$ cat src/omwc_map.vh
// constants for the operating mode and wake control block
`ifndef OMWC_MAP_VH
`define OMWC_MAP_VH
`define OMWC_ADDR_MODE 2'h0
`define OMWC_ADDR_CTRL 2'h1
`define OMWC_ADDR_WAKE 2'h2
`define OMWC_ADDR_STAT 2'h3
`define OMWC_MODE_RST 8'h03
`define OMWC_CLKSEL_BIT 0
`define OMWC_IDLE_BIT 1
`define OMWC_FAST_BIT 4
`define OMWC_DIV_HI 7
`define OMWC_DIV_LO 5
`define OMWC_SYSON_BIT 7
`define OMWC_DIV_SLOW_MAX 3'h1
`define OMWC_XTAL_SETTLE 11'h400
`define OMWC_SLOW_SETTLE 2'h2
`define OMWC_DIV_W 6
`define OMWC_DIV_FULL 3'h0
`define OMWC_SRC_SLOW 1'b0
`define OMWC_SRC_HIGH 1'b1
`endif

$ cat src/omwc_clkdiv.v
// high clock divider select and glitch-free source changeover
`timescale 1ns/1ns
module omwc_clkdiv (
    input wire clk_i,                // block clock
    input wire reset_n_i,            // synchronous reset, active low
    input wire want_high_i,          // requested source is the high clock
    input wire high_ready_i,         // high oscillator ready
    input wire low_ready_i,          // low oscillator ready
    input wire [2:0] div_sel_i,      // divider select
    input wire run_i,                // system clock allowed to run
    output reg src_high_o,           // source in use, 1 = high
    output reg sys_en_o              // system clock tick enable
);
`include "omwc_map.vh"
    reg [`OMWC_DIV_W-1:0] div_cnt;
    reg [`OMWC_DIV_W-1:0] div_mask;
    reg low_phase;

    // divide mask: 111 -> /2 ... 010 -> /64, other codes run undivided
    always @* begin
        case (div_sel_i)
            3'h2: div_mask = 6'h3f;
            3'h3: div_mask = 6'h1f;
            3'h4: div_mask = 6'h0f;
            3'h5: div_mask = 6'h07;
            3'h6: div_mask = 6'h03;
            3'h7: div_mask = 6'h01;
            default: div_mask = 6'h00;
        endcase
    end

    // source changes only at a divider boundary once target is ready
    always @(posedge clk_i) begin
        if (!reset_n_i) begin
            div_cnt <= 6'h00;
            low_phase <= 1'b0;
            src_high_o <= `OMWC_SRC_HIGH;
            sys_en_o <= 1'b0;
        end else begin
            div_cnt <= div_cnt + 6'h01;
            low_phase <= ~low_phase;
            if ((div_cnt & div_mask) == 6'h00) begin
                if (want_high_i && high_ready_i)
                    src_high_o <= `OMWC_SRC_HIGH;
                else if (!want_high_i && low_ready_i)
                    src_high_o <= `OMWC_SRC_SLOW;
            end
            if (!run_i)
                sys_en_o <= 1'b0;
            else if (src_high_o)
                sys_en_o <= ((div_cnt & div_mask) == div_mask);
            else
                sys_en_o <= low_phase;
        end
    end
endmodule

$ cat src/omwc_core.v
// operating mode, halt entry, flags and wake-up control
`timescale 1ns/1ns
module omwc_core (
    input wire CLK_I,                // 100 MHz clock
    input wire RESET_N_I,            // synchronous reset, active low
    input wire [1:0] ADDR_I,         // register address
    input wire [7:0] WDATA_I,        // write data
    input wire WR_I,                 // write strobe
    input wire RD_I,                 // read strobe
    input wire HALT_I,               // halt instruction executes
    input wire WDT_CLR_I,            // watchdog clear instruction
    input wire WDT_EN_I,             // watchdog enabled
    input wire WDT_OVF_I,            // watchdog overflow
    input wire EXT_RST_I,            // external reset pin
    input wire [7:0] PORTA_I,        // port A pins
    input wire [7:0] IRQ_FLAG_I,     // interrupt request flags
    input wire [7:0] IRQ_EN_I,       // interrupt enables
    input wire STACK_FULL_I,         // stack has no free level
    input wire XTAL_SEL_I,           // high clock is the crystal
    input wire HIGH_OSC_TICK_I,      // high oscillator cycle
    output reg [7:0] RDATA_O,        // read data
    output reg SYS_CLK_EN_O,         // system clock enable
    output reg SRC_HIGH_O,           // system source is high clock
    output reg WDT_CLK_EN_O,         // watchdog clock running
    output reg TB_CLK_EN_O,          // time base clock running
    output reg SUB_CLK_EN_O,         // sub clock running
    output reg WDT_CLEAR_O,          // clear watchdog, pulse
    output reg CPU_HALTED_O,         // program halted
    output reg FULL_RESET_O,         // full system reset, pulse
    output reg WDT_RESET_O,          // watchdog reset of PC and SP, pulse
    output reg IRQ_TAKE_O,           // take interrupt response, pulse
    output reg POWER_DOWN_FLAG_O,    // power-down flag
    output reg TIMEOUT_FLAG_O        // timeout flag
);
`include "omwc_map.vh"
    localparam ST_RUN = 3'h0;
    localparam ST_DEEP = 3'h1;
    localparam ST_WATCH = 3'h2;
    localparam ST_STOP_IDLE = 3'h3;
    localparam ST_RUN_IDLE = 3'h4;

    reg [7:0] system_mode_register;
    reg sysclk_in_idle;
    reg [7:0] porta_wake_enable;
    reg [2:0] state;
    reg [2:0] next_state;
    reg [7:0] pa_s1, pa_s2, pa_s3;
    reg rst_s1, rst_s2, rst_s3;
    reg [7:0] irq_armed;
    reg [10:0] high_cnt;
    reg high_osc_ready_flag;
    reg [1:0] low_cnt;
    reg low_osc_ready_flag;
    reg fast_wake;
    wire high_low_clock_select;
    wire idle_on_halt;
    wire fast_wake_enable;
    wire [2:0] clock_divider_select;
    wire want_high;
    wire pa_wake;
    wire rst_wake;
    wire [7:0] irq_new;
    wire irq_wake;
    wire low_power;
    wire clk_src_high;
    wire clk_tick;
    wire wake;

    assign high_low_clock_select = system_mode_register[`OMWC_CLKSEL_BIT];
    assign idle_on_halt = system_mode_register[`OMWC_IDLE_BIT];
    assign fast_wake_enable = system_mode_register[`OMWC_FAST_BIT];
    assign clock_divider_select =
        system_mode_register[`OMWC_DIV_HI:`OMWC_DIV_LO];
    // high clock wanted unless slow divider chosen, or early fast wake
    assign want_high = (high_low_clock_select |
        (clock_divider_select > `OMWC_DIV_SLOW_MAX)) & ~fast_wake;
    assign low_power = (state != ST_RUN);
    // falling edges on enabled port A pins
    assign pa_wake = |(pa_s3 & ~pa_s2 & porta_wake_enable);
    assign rst_wake = rst_s3 & ~rst_s2;
    // only flags that rose while asleep may wake
    assign irq_new = IRQ_FLAG_I & irq_armed;
    assign irq_wake = |irq_new;
    assign wake = rst_wake | pa_wake | irq_wake | WDT_OVF_I;

    omwc_clkdiv u_clkdiv (
        .clk_i(CLK_I),
        .reset_n_i(RESET_N_I),
        .want_high_i(want_high),
        .high_ready_i(high_osc_ready_flag),
        .low_ready_i(low_osc_ready_flag),
        .div_sel_i(high_low_clock_select ? `OMWC_DIV_FULL :
            clock_divider_select),
        .run_i(state == ST_RUN || state == ST_RUN_IDLE),
        .src_high_o(clk_src_high),
        .sys_en_o(clk_tick)
    );

    // pin synchronisers, third stage kept for edge detection
    always @(posedge CLK_I) begin
        if (!RESET_N_I) begin
            pa_s1 <= 8'hff;
            pa_s2 <= 8'hff;
            pa_s3 <= 8'hff;
            rst_s1 <= 1'b1;
            rst_s2 <= 1'b1;
            rst_s3 <= 1'b1;
        end else begin
            pa_s1 <= PORTA_I;
            pa_s2 <= pa_s1;
            pa_s3 <= pa_s2;
            rst_s1 <= EXT_RST_I;
            rst_s2 <= rst_s1;
            rst_s3 <= rst_s2;
        end
    end

    // halt decode into one of four low-power modes
    always @* begin
        next_state = state;
        case (state)
            ST_RUN: begin
                if (HALT_I) begin
                    if (!idle_on_halt)
                        next_state = WDT_EN_I ? ST_WATCH : ST_DEEP;
                    else
                        next_state = sysclk_in_idle ? ST_RUN_IDLE :
                            ST_STOP_IDLE;
                end
            end
            ST_DEEP, ST_WATCH, ST_STOP_IDLE, ST_RUN_IDLE: begin
                if (wake)
                    next_state = ST_RUN;
            end
            default: next_state = ST_RUN;
        endcase
    end

    // register writes, mode state, flags and wake actions
    always @(posedge CLK_I) begin
        if (!RESET_N_I) begin
            system_mode_register <= `OMWC_MODE_RST;
            sysclk_in_idle <= 1'b0;
            porta_wake_enable <= 8'h00;
            state <= ST_RUN;
            irq_armed <= 8'h00;
            fast_wake <= 1'b0;
            WDT_CLEAR_O <= 1'b0;
            FULL_RESET_O <= 1'b0;
            WDT_RESET_O <= 1'b0;
            IRQ_TAKE_O <= 1'b0;
            POWER_DOWN_FLAG_O <= 1'b0;
            TIMEOUT_FLAG_O <= 1'b0;
        end else begin
            state <= next_state;
            WDT_CLEAR_O <= 1'b0;
            FULL_RESET_O <= 1'b0;
            WDT_RESET_O <= 1'b0;
            IRQ_TAKE_O <= 1'b0;
            if (WR_I) begin
                case (ADDR_I)
                    `OMWC_ADDR_MODE: system_mode_register <= WDATA_I;
                    `OMWC_ADDR_CTRL:
                        sysclk_in_idle <= WDATA_I[`OMWC_SYSON_BIT];
                    `OMWC_ADDR_WAKE: porta_wake_enable <= WDATA_I;
                    default: ;
                endcase
            end
            if (WDT_CLR_I && !HALT_I) begin
                POWER_DOWN_FLAG_O <= 1'b0;
                WDT_CLEAR_O <= 1'b1;
            end
            if (state == ST_RUN && HALT_I) begin
                POWER_DOWN_FLAG_O <= 1'b1;
                TIMEOUT_FLAG_O <= 1'b0;
                WDT_CLEAR_O <= 1'b1;
                irq_armed <= ~IRQ_FLAG_I;
            end
            if (low_power && wake) begin
                if (rst_wake)
                    FULL_RESET_O <= 1'b1;
                else if (WDT_OVF_I) begin
                    TIMEOUT_FLAG_O <= 1'b1;
                    WDT_RESET_O <= 1'b1;
                end else if (!pa_wake &&
                        |(irq_new & IRQ_EN_I) && !STACK_FULL_I)
                    IRQ_TAKE_O <= 1'b1;
                // other cases resume after the halt, service deferred
                fast_wake <= (state == ST_WATCH) && XTAL_SEL_I &&
                    fast_wake_enable;
            end
            if (high_osc_ready_flag)
                fast_wake <= 1'b0;
        end
    end

    // oscillator ready flags
    always @(posedge CLK_I) begin
        if (!RESET_N_I) begin
            high_cnt <= 11'h000;
            high_osc_ready_flag <= 1'b0;
            low_cnt <= 2'h0;
            low_osc_ready_flag <= 1'b0;
        end else begin
            // crystal keeps settling while a fast wake runs from slow clock
            if (state == ST_DEEP || state == ST_WATCH ||
                    state == ST_STOP_IDLE ||
                    (!want_high && !clk_src_high && !fast_wake)) begin
                high_cnt <= 11'h000;
                high_osc_ready_flag <= 1'b0;
            end else if (!XTAL_SEL_I) begin
                high_osc_ready_flag <= 1'b1;
            end else if (HIGH_OSC_TICK_I && !high_osc_ready_flag) begin
                high_cnt <= high_cnt + 11'h001;
                if (high_cnt == `OMWC_XTAL_SETTLE - 11'h001)
                    high_osc_ready_flag <= 1'b1;
            end
            if (state == ST_DEEP) begin
                low_cnt <= 2'h0;
                low_osc_ready_flag <= 1'b0;
            end else if (!low_osc_ready_flag) begin
                low_cnt <= low_cnt + 2'h1;
                if (low_cnt == `OMWC_SLOW_SETTLE - 2'h1)
                    low_osc_ready_flag <= 1'b1;
            end
        end
    end

    // clock gating outputs per mode and register read port
    always @(posedge CLK_I) begin
        if (!RESET_N_I) begin
            RDATA_O <= 8'h00;
            SYS_CLK_EN_O <= 1'b0;
            SRC_HIGH_O <= `OMWC_SRC_HIGH;
            WDT_CLK_EN_O <= 1'b1;
            TB_CLK_EN_O <= 1'b1;
            SUB_CLK_EN_O <= 1'b1;
            CPU_HALTED_O <= 1'b0;
        end else begin
            SYS_CLK_EN_O <= clk_tick;
            SRC_HIGH_O <= clk_src_high;
            WDT_CLK_EN_O <= (state != ST_DEEP) && WDT_EN_I;
            TB_CLK_EN_O <= (state == ST_RUN) || (state == ST_STOP_IDLE) ||
                (state == ST_RUN_IDLE);
            SUB_CLK_EN_O <= (state != ST_DEEP);
            CPU_HALTED_O <= low_power;
            RDATA_O <= 8'h00;
            if (RD_I) begin
                case (ADDR_I)
                    `OMWC_ADDR_MODE: RDATA_O <= {system_mode_register[7:4],
                        low_osc_ready_flag, high_osc_ready_flag,
                        system_mode_register[1:0]};
                    `OMWC_ADDR_CTRL: RDATA_O <= {sysclk_in_idle, 7'h00};
                    `OMWC_ADDR_WAKE: RDATA_O <= porta_wake_enable;
                    `OMWC_ADDR_STAT: RDATA_O <= {3'h0, state,
                        TIMEOUT_FLAG_O, POWER_DOWN_FLAG_O};
                    default: RDATA_O <= 8'h00;
                endcase
            end
        end
    end
endmodule

$ cat config.mk
export PLATFORM = sky130hd
export DESIGN_NAME = omwc_core
export DESIGN_NICKNAME = d
export VERILOG_FILES = /design/src/omwc_clkdiv.v /design/src/omwc_core.v
export VERILOG_INCLUDE_DIRS = /design/src
export SDC_FILE = /design/constraint.sdc
export NUM_CORES = 1
export LEC_CHECK = 0
export ABC_AREA = 1
export CORE_AREA = 2 2 107 68
export DETAILED_ROUTE_END_ITERATION = 6
export DIE_AREA = 0 0 109 70
export DONT_BUFFER_PORTS = 1
export GPL_TIMING_DRIVEN = 0
export MAX_ROUTING_LAYER = met4
export PLACE_DENSITY_LB_ADDON = 0.25
export SLEW_MARGIN = 20
export SYNTH_ARGS = -nofsm -noshare
export SYNTH_HDL_FRONTEND = slang
export SYNTH_HIERARCHICAL = 1
export SYNTH_SLANG_ARGS = --single-unit
$ cat constraint.sdc
create_clock -name CLK_I -period 2.42 [get_ports CLK_I]
set_clock_uncertainty 0.05 [all_clocks]
set_input_delay 0.605 -clock CLK_I [delete_from_list [all_inputs] [get_ports CLK_I]]
set_output_delay 0.605 -clock CLK_I [all_outputs]
set_load 0.03 [all_outputs]
Word-level counts from Yosys, hierarchy flattened
Cells that the tools add are included.

storage, ports and cells
  flip-flop bits (word level) = 100
  input bits = 46
  output and inout bits = 20

cells by class
  add/sub/neg operators = 3
  magnitude comparators = 1
  eq/ne operators = 21
  muxes and demuxes = 28
  bitwise logic cells = 18
  reductions and logical operators = 51

operators with widths
  cell                   count
  $pmux 6 s6             1
  $and 8x8->8            4
  $pmux 8 s4             1
  $reduce_or 8->1        3
  $reduce_and 2->1       10
  $mux 1                 19
  $not 8->8              2
  $eq 3x3->1 const B     5
  $mux 3                 5
  $logic_and 1x1->1      13
  $eq 3x2->1 const B     4
  $add 11x1->11 const B  1
  $eq 11x10->1 const B   1
  $reduce_or 4->1        2
  $logic_not 1->1        7
  $add 6x1->6 const B    1
  $and 6x6->6            1
  $eq 6x6->1             1
  $logic_not 6->1        1
  $logic_or 1x1->1       6
  $pmux 3 s2             1
  $reduce_or 2->1        3
  $not 1->1              5
  $eq 2x1->1 const B     2
  other kinds (15)       23

Longest topological paths before layout
Gate-level depths: netlist of run 1.

  depth after elaboration = 10
  mapped depth = 12

Modules after synthesis
The synthesis of run 1 kept the hierarchy.

modules (own cells, without submodules)
  module       times used  cells an instance  area each (um^2)  sequential area each (um^2)
  omwc_core    1           418                3382.0            1781.7
  omwc_clkdiv  1           73                 476.7             180.2

Least setup slack after synthesis of run 1
Ideal clock, no wire load.

  path type = input to register
  start = input port RESET_N_I
  end = register CPU_HALTED_O
  library setup time = 0.130 ns
  arrival time = 1.301 ns
  data required time = 2.240 ns
  path slack = 0.939 ns
  stages on the path = 4
  path through = inv_1 clkbuf_1 clkbuf_1 nor2_1

RTL lines
  item                  RTL line         text
  start, declared       omwc_core.v:5    input wire RESET_N_I,
  end signal, assigned  omwc_core.v:246  CPU_HALTED_O <= low_power;
  end, declared         omwc_core.v:28   output reg CPU_HALTED_O,

No word-level cell between the ends.

Final worst setup path of run 1
  start = register TIMEOUT_FLAG_O
  end = output port TIMEOUT_FLAG_O

RTL lines
  item                    RTL line         text
  start, declared         omwc_core.v:33   output reg TIMEOUT_FLAG_O
  start signal, assigned  omwc_core.v:153  TIMEOUT_FLAG_O <= 1'b0;
  start signal, assigned  omwc_core.v:175  TIMEOUT_FLAG_O <= 1'b0;
  start signal, assigned  omwc_core.v:183  TIMEOUT_FLAG_O <= 1'b1;

No word-level cell between the ends.

==> qor.yml, run 1 <==
htreeDepth: 3
synth_cells: 491
core-area_sq_um: 6820
finalInstanceArea_sq_um: 4160
die_y_um: 70
cts_setup_buffers: 0
cts_tree: "done"
fillCellCount: 607
hp-class: "input pin to flop"
cts_buffers: 9
peakVddDrop_mv: 0.468
initial_utilization_pct: 56.6
status: "finished, final reports clean"
holdWs_ns: 0.264
antenna_found_initial: 0
muxShareOfSynthArea_pct: 0
ys_ff_latch: 98
cts_sinks: 98
synth-compound-area-share_pct: 13.3
grt_max_degree: 20
finalWorstPathRequiredPeriod_ns: 1.63
synthDominantCellAreaShare_pct: 50.8
synth_edf_count: 0
clock_latency_ns: 0.37
rr_worst_depth: 11
seqPwrFrac_pct: 57.5
place_inst: 582
detail-route-antenna-nets: 0
rsz0062_at_grt: "no"
nNetsFinal: 551
synth_top_family_by_area: "simple AND/OR/NAND/NOR gates"
worst_pin_slew_ns: 0.706
p_comb_share_pct: 10.2
drt_wl_total_um: 8580
power_density_nw_per_um2: 757
numPortBuffers: 0
grt_pass1_wl_um: 13400
fin_crit_sh_pct: 67.2
gp_congestion: 0.935
hpwlAfterDp_um: 6460
placed_area_sq_um: 3970
wire_per_inst_um: 14.3
synthFlopType: "dfxtp_1"
worstHoldPathCells: 1
crit_required_ns: 1.76
num_vias: 3244
cts-root-buf: "clkbuf_8"
path_max_fanout: 3
drv_cap: 0
antenna_cells: 0
die_area_sq_um: 7630
fin_tns_setup_ns: 0
fmax_ghz: 0.615
vias_per_cell: 5.42
worstPathArrival_ns: 0.97
synthAdderAreaFrac_pct: 0.973
maxSlewHeadroom_pct: 53.0
p_leak_nw: 1.79
path_class: "flop to output port"
rows: 24
synth_xor_area_share_pct: 0.454
power.internal_mw: 2.23
syn_avg_cell_area_sq_um: 7.86
syn_area_sq_um: 3860
path_depth: 0
hold_viol_final: 0
synth_area_leaders: "dfxtp_1, nand2_1, inv_1"
drt-initial-drc-count: 231
cts_hold_buf: 0
areaGrowthSynthToFinish_pct: 7.88
synth_area_leader_cell: "dfxtp_1"
chipWidth_um: 109
swShare_pct: 29.2
synth_top_cells_by_count: "dfxtp_1, nand2_1, inv_1"
finalMaxSlewViolations: 0
synth_nets: 540
start_kind: "flop"
ys_async_sr_fraction_pct: 0
yosys_warnings: 6
synth-simple-area-share_pct: 26.2
track_usage_pct: 24.0
drtPass1Iterations: 5
cts_buffer_depth: 2
cts_resized: 0
finalSetupViolations: 0
overflow: 0
path_clk_slew_ns: 0.10
ioPinCount: 66
drive_above_1_share_pct: 11.8
first_global_vias: 2826
end_kind: "output port"
synth.most_common_cell: "dfxtp_1"
power.switching_mw: 0.921
ys_seq_area_share_pct: 50.8
postLayoutCoreUtil_pct: 61.1
synth_cell_type_count: 36
power.share.clock_pct: 32.3
drc: 0
fin_cells: 598
## layer usage
| layer | GRT usage (%) | part of all wire [%] | vias to the layer above |
|---|---|---|---|
| met3 | 8.22 | 11 | 23 |
| li1 | - | - | 1611 |
| met2 | 31.3 | 40 | 151 |
| met5 | - | 0 | - |
| met1 | 33.6 | 46 | 1459 |
| met4 | 9.54 | 2.4 | 0 |
## cells by family (layout without fill, tap and decap cells)
| kind of cell | count (synthesis) | in the layout |
|---|---|---|
| and+or+nand+nor | 218 | 218 |
| buffers and inverters | 78 | 94 |
| xor gates and xnor gates | 2 | 2 |
| AOI/OAI and AO/OA | 92 | 92 |
| DFF | 98 | 98 |
| adders and majority gates | 3 | 3 |
## worst paths after layout
check	slack [ns]	to	startpoint
worst max register to register	0.86	u_clkdiv/src_high_o	system_mode_register[7]
worst min register to register	0.37	rst_s2	rst_s1
worst min-delay path	0.26	irq_armed[2]	IRQ_FLAG_I[2]
worst max-delay path	0.79	TIMEOUT_FLAG_O	TIMEOUT_FLAG_O
## state kept, by name, indices dropped and copies added, names as in the netlist, 2 cells and up
register and count:
state 3, pa_s2 8, irq_armed 8, system_mode_register 6, u_clkdiv/div_cnt 6, RDATA_O 8
high_cnt 11, pa_s1 8, pa_s3 8, porta_wake_enable 8, low_cnt 2
## layout by cell type (no fill, tap or decap), types with 5 or more instances in the layout
cell,count
inv_2,5
inv_1,63
nor3_1,5
clkbuf_1,6
a21oi_1,42
nand2_1,96
dfxtp_1,98
o21ai_1,5
or2_2,19
nand3_1,38
clkbuf_8,9
nor2_1,41
o21ai_0,27
## cell type report
cell class	instances	area, sq um	area share, %
clock inverter	7	66.3	1.59
clock buffer	9	124	2.98
buffer	9	52.6	1.26
sequential	98	1960	47.1
inverter	69	264	6.34
tap	91	114	2.74
multi-input combinational	315	1580	38.0
## power groups by stage
stage / combinational, mW / sequential, mW / clock (mW)
after detailed placement: 0.318 / 1.85 / 0
after floorplan: 0.254 / 1.83 / 0
after CTS: 0.320 / 1.81 / 1.04
after global routing: 0.364 / 1.82 / 1.11
after global placement: 0.309 / 1.84 / 0
final: 0.322 / 1.81 / 1.02
## per-stage QoR
step / worst slack, ns / power (mW)
6_report: 0.794 / 3.15
5_1_grt: 0.696 / 3.30
4_1_cts: 0.790 / 3.17
3_5_place_dp: 0.515 / 2.16
3_3_place_gp: 0.518 / 2.15
2_1_floorplan: 0.939 / 2.08
(Power assumes the default switching activity.)
==> run 2: changes to the inputs <==
ABC_AREA = 0   (was 1)
clock period = 1.6 ns   (was 2.42 ns; I/O delays follow)
==> run 2 against run 1 <==
Combinational power grew 38%. Clock power increased by 53%. Worst setup slack worse by 0.70 ns. Power up 50%. First-iteration DRC count grew 2.6%. Global-route usage grew 0.24 points. Largest cell class unchanged.
==> qor.yml, run 2 <==
status: "finished, final reports clean"
cts_buffer_depth: 2
seqPwrFrac_pct: 57.6
hold_viol_final: 0
worst_pin_slew_ns: 0.625
synth_area_leader_cell: "dfxtp_1"
regMostFlops: "high_cnt"
power.share.clock_pct: 33.0
regToRegEndpoint: "u_clkdiv/src_high_o"
syn_area_sq_um: 3880
fmax_ghz: 0.663
cts_hold_buf: 0
synth_area_leaders: "dfxtp_1, nand2b_1, nand2_1"
hp-class: "input pin to flop"
synthAdderAreaFrac_pct: 0.967
drc: 0
gp_congestion: 0.843
cts_tree: "done"
holdWs_ns: 0.0796
numPortBuffers: 0
synth_top_cells_by_count: "dfxtp_1, nand2_1, nor2_1"
layout_common_cells: "dfxtp_1, nand2_1, nor2_1, nand2b_1, nand3_1"
r2r_setup_slack_ns: 0.09
hpwlAfterDp_um: 6090
synth-simple-area-share_pct: 28.6
synth_top_family_by_area: "simple AND/OR/NAND/NOR gates"
drtPass1Iterations: 5
ys_async_sr_fraction_pct: 0
power.switching_mw: 1.20
die_y_um: 70
synth_edf_count: 0
rsz0062_at_grt: "yes"
drive_above_1_share_pct: 13.7
synth.most_common_cell: "dfxtp_1"
start_kind: "flop"
cts_sinks: 98
synthFlopType: "dfxtp_1"
detail-route-antenna-nets: 0
antenna_found_initial: 0
synth_cells: 409
crit_chain: "nor2b_4 -> and3_4 -> o21ba_1 -> o22a_1 -> o21ai_1 -> o2111ai_1"
path_class: "flop to flop"
final_common_cell: "dfxtp_1"
die_area_sq_um: 7630
path_max_fanout: 7
worstPathArrival_ns: 1.69
rr_startpoint: "system_mode_register[0]"
areaGrowthSynthToFinish_pct: 10.1
drv_cap: 0
yosys_warnings: 6
htreeDepth: 3
end_kind: "flop"
grt_max_degree: 16
p_leak_nw: 1.69
rr_worst_depth: 6
overflow: 0
cts-root-buf: "clkbuf_8"
swShare_pct: 25.4
synth-compound-area-share_pct: 11.3
crit_required_ns: 1.79
drt-initial-drc-count: 237
ys_ff_latch: 98
synth_cell_type_count: 53
first_global_vias: 2780
drt_wl_total_um: 8390
worst_slack_ns: 0.0913
fillCellCount: 577
track_usage_pct: 24.2
critical_path.startpoint: "system_mode_register[0]"
dp_slack_ns: -0.192
initial_utilization_pct: 56.9
power.internal_mw: 3.52
power.total_mw: 4.72
ys_seq_area_share_pct: 50.5
muxShareOfSynthArea_pct: 2.48
clock_latency_ns: 0.37
p_comb_share_pct: 9.4
finalMaxSlewViolations: 0
finalWorstPathRequiredPeriod_ns: 1.51
nNetsFinal: 475
peakVddDrop_mv: 0.755
maxSlewHeadroom_pct: 58.3
chipWidth_um: 109
critPathSlowestCell: "dfxtp_4"
cts_buffers: 9
synthDominantCellAreaShare_pct: 50.5
ioPinCount: 66
crit_end: "u_clkdiv/src_high_o"
worst_path_largest_cell_delay_ns: 0.39
finalSetupViolations: 0
power_density_nw_per_um2: 1100
synth_xor_area_share_pct: 3.61
largest_register_ff_count: 11
core-area_sq_um: 6820
path_clk_slew_ns: 0.09
syn_avg_cell_area_sq_um: 9.49
postLayoutCoreUtil_pct: 62.7
num_vias: 2891
synth_nets: 458
rows: 24
grt_pass1_wl_um: 13600
fin_crit_sh_pct: 94.3
vias_per_cell: 5.54
wire_per_inst_um: 16.1
-- run 2: repair_timing --
item / CTS / global route
pin swaps: 0 / 4
gates resized for setup: 7 / 6
setup endpoints to repair: 1 / 1
buffers inserted: 4 / 2
-- run 2: metrics by stage --
step | cells | setup TNS, ns | instance area, sq um
3_3_place_gp | 500 | -0.105 | 4000
6_report | 522 | 0 | 4270
4_1_cts | 519 | 0 | 4240
3_5_place_dp | 500 | -0.192 | 4000
2_1_floorplan | 409 | 0 | 3880
5_1_grt | 521 | -0.0169 | 4270
-- run 2: worst min-delay path by stage --
stage / startpoint / end / slack [ns] / cells past startpoint
floorplan: pa_s1[0] / pa_s2[0] / 0.34 / 1
global placement: pa_s1[7] / pa_s2[7] / 0.34 / 1
detailed placement: pa_s1[4] / pa_s2[4] / 0.34 / 1
CTS: RESET_N_I / u_clkdiv/src_high_o / 0.06 / 1
global route: PORTA_I[2] / pa_s1[2] / 0.06 / 1
finish: PORTA_I[2] / pa_s1[2] / 0.08 / 1
-- run 2: final cells by class --
cell class	instances	area, sq um	share of cell area, %
clock buffer	10	138	3.22
timing repair buffer	6	45.0	1.05
clock inverter	5	55.1	1.29
tap	91	114	2.66
sequential	98	1970	46.1
inverter	5	18.8	0.439
multi-input combinational	291	1850	43.3
buffer	15	78.8	1.84
antenna	1	2.50	0.0586
-- run 2: cell families (layout without fill, tap and decap cells) --
family	count (synthesis)	in the layout
adders and majority gates	3	3
buffers and inverters	20	41
and+or+nand+nor	205	205
DFF	98	98
other	0	1
AOI/OAI and AO/OA	58	58
xor gates and xnor gates	16	16
muxes	9	9
-- run 2: power groups by stage --
stage	clock network [mW]	logic (mW)	registers, mW
6_report	1.56	0.443	2.72
5_1_grt	1.69	0.488	2.73
4_1_cts	1.59	0.437	2.72
3_5_place_dp	0	0.429	2.77
3_3_place_gp	0	0.417	2.77
2_1_floorplan	0	0.348	2.74
-- run 2: per-layer routing --
layer | GRT usage (%) | wire length [um] | up-vias
met3 | 8.68 | 752 | 12
li1 | - | - | 1430
met5 | - | 0 | -
met2 | 32.3 | 3520 | 115
met1 | 33.9 | 4010 | 1334
met4 | 7.98 | 112 | 0
-- run 2: worst max-delay path, delay by kind of cell (launching register included) --
family	cells	cell delay [ns]
AOI/OAI and AO/OA	4	0.57
DFF	1	0.39
and+or+nand+nor	2	0.38
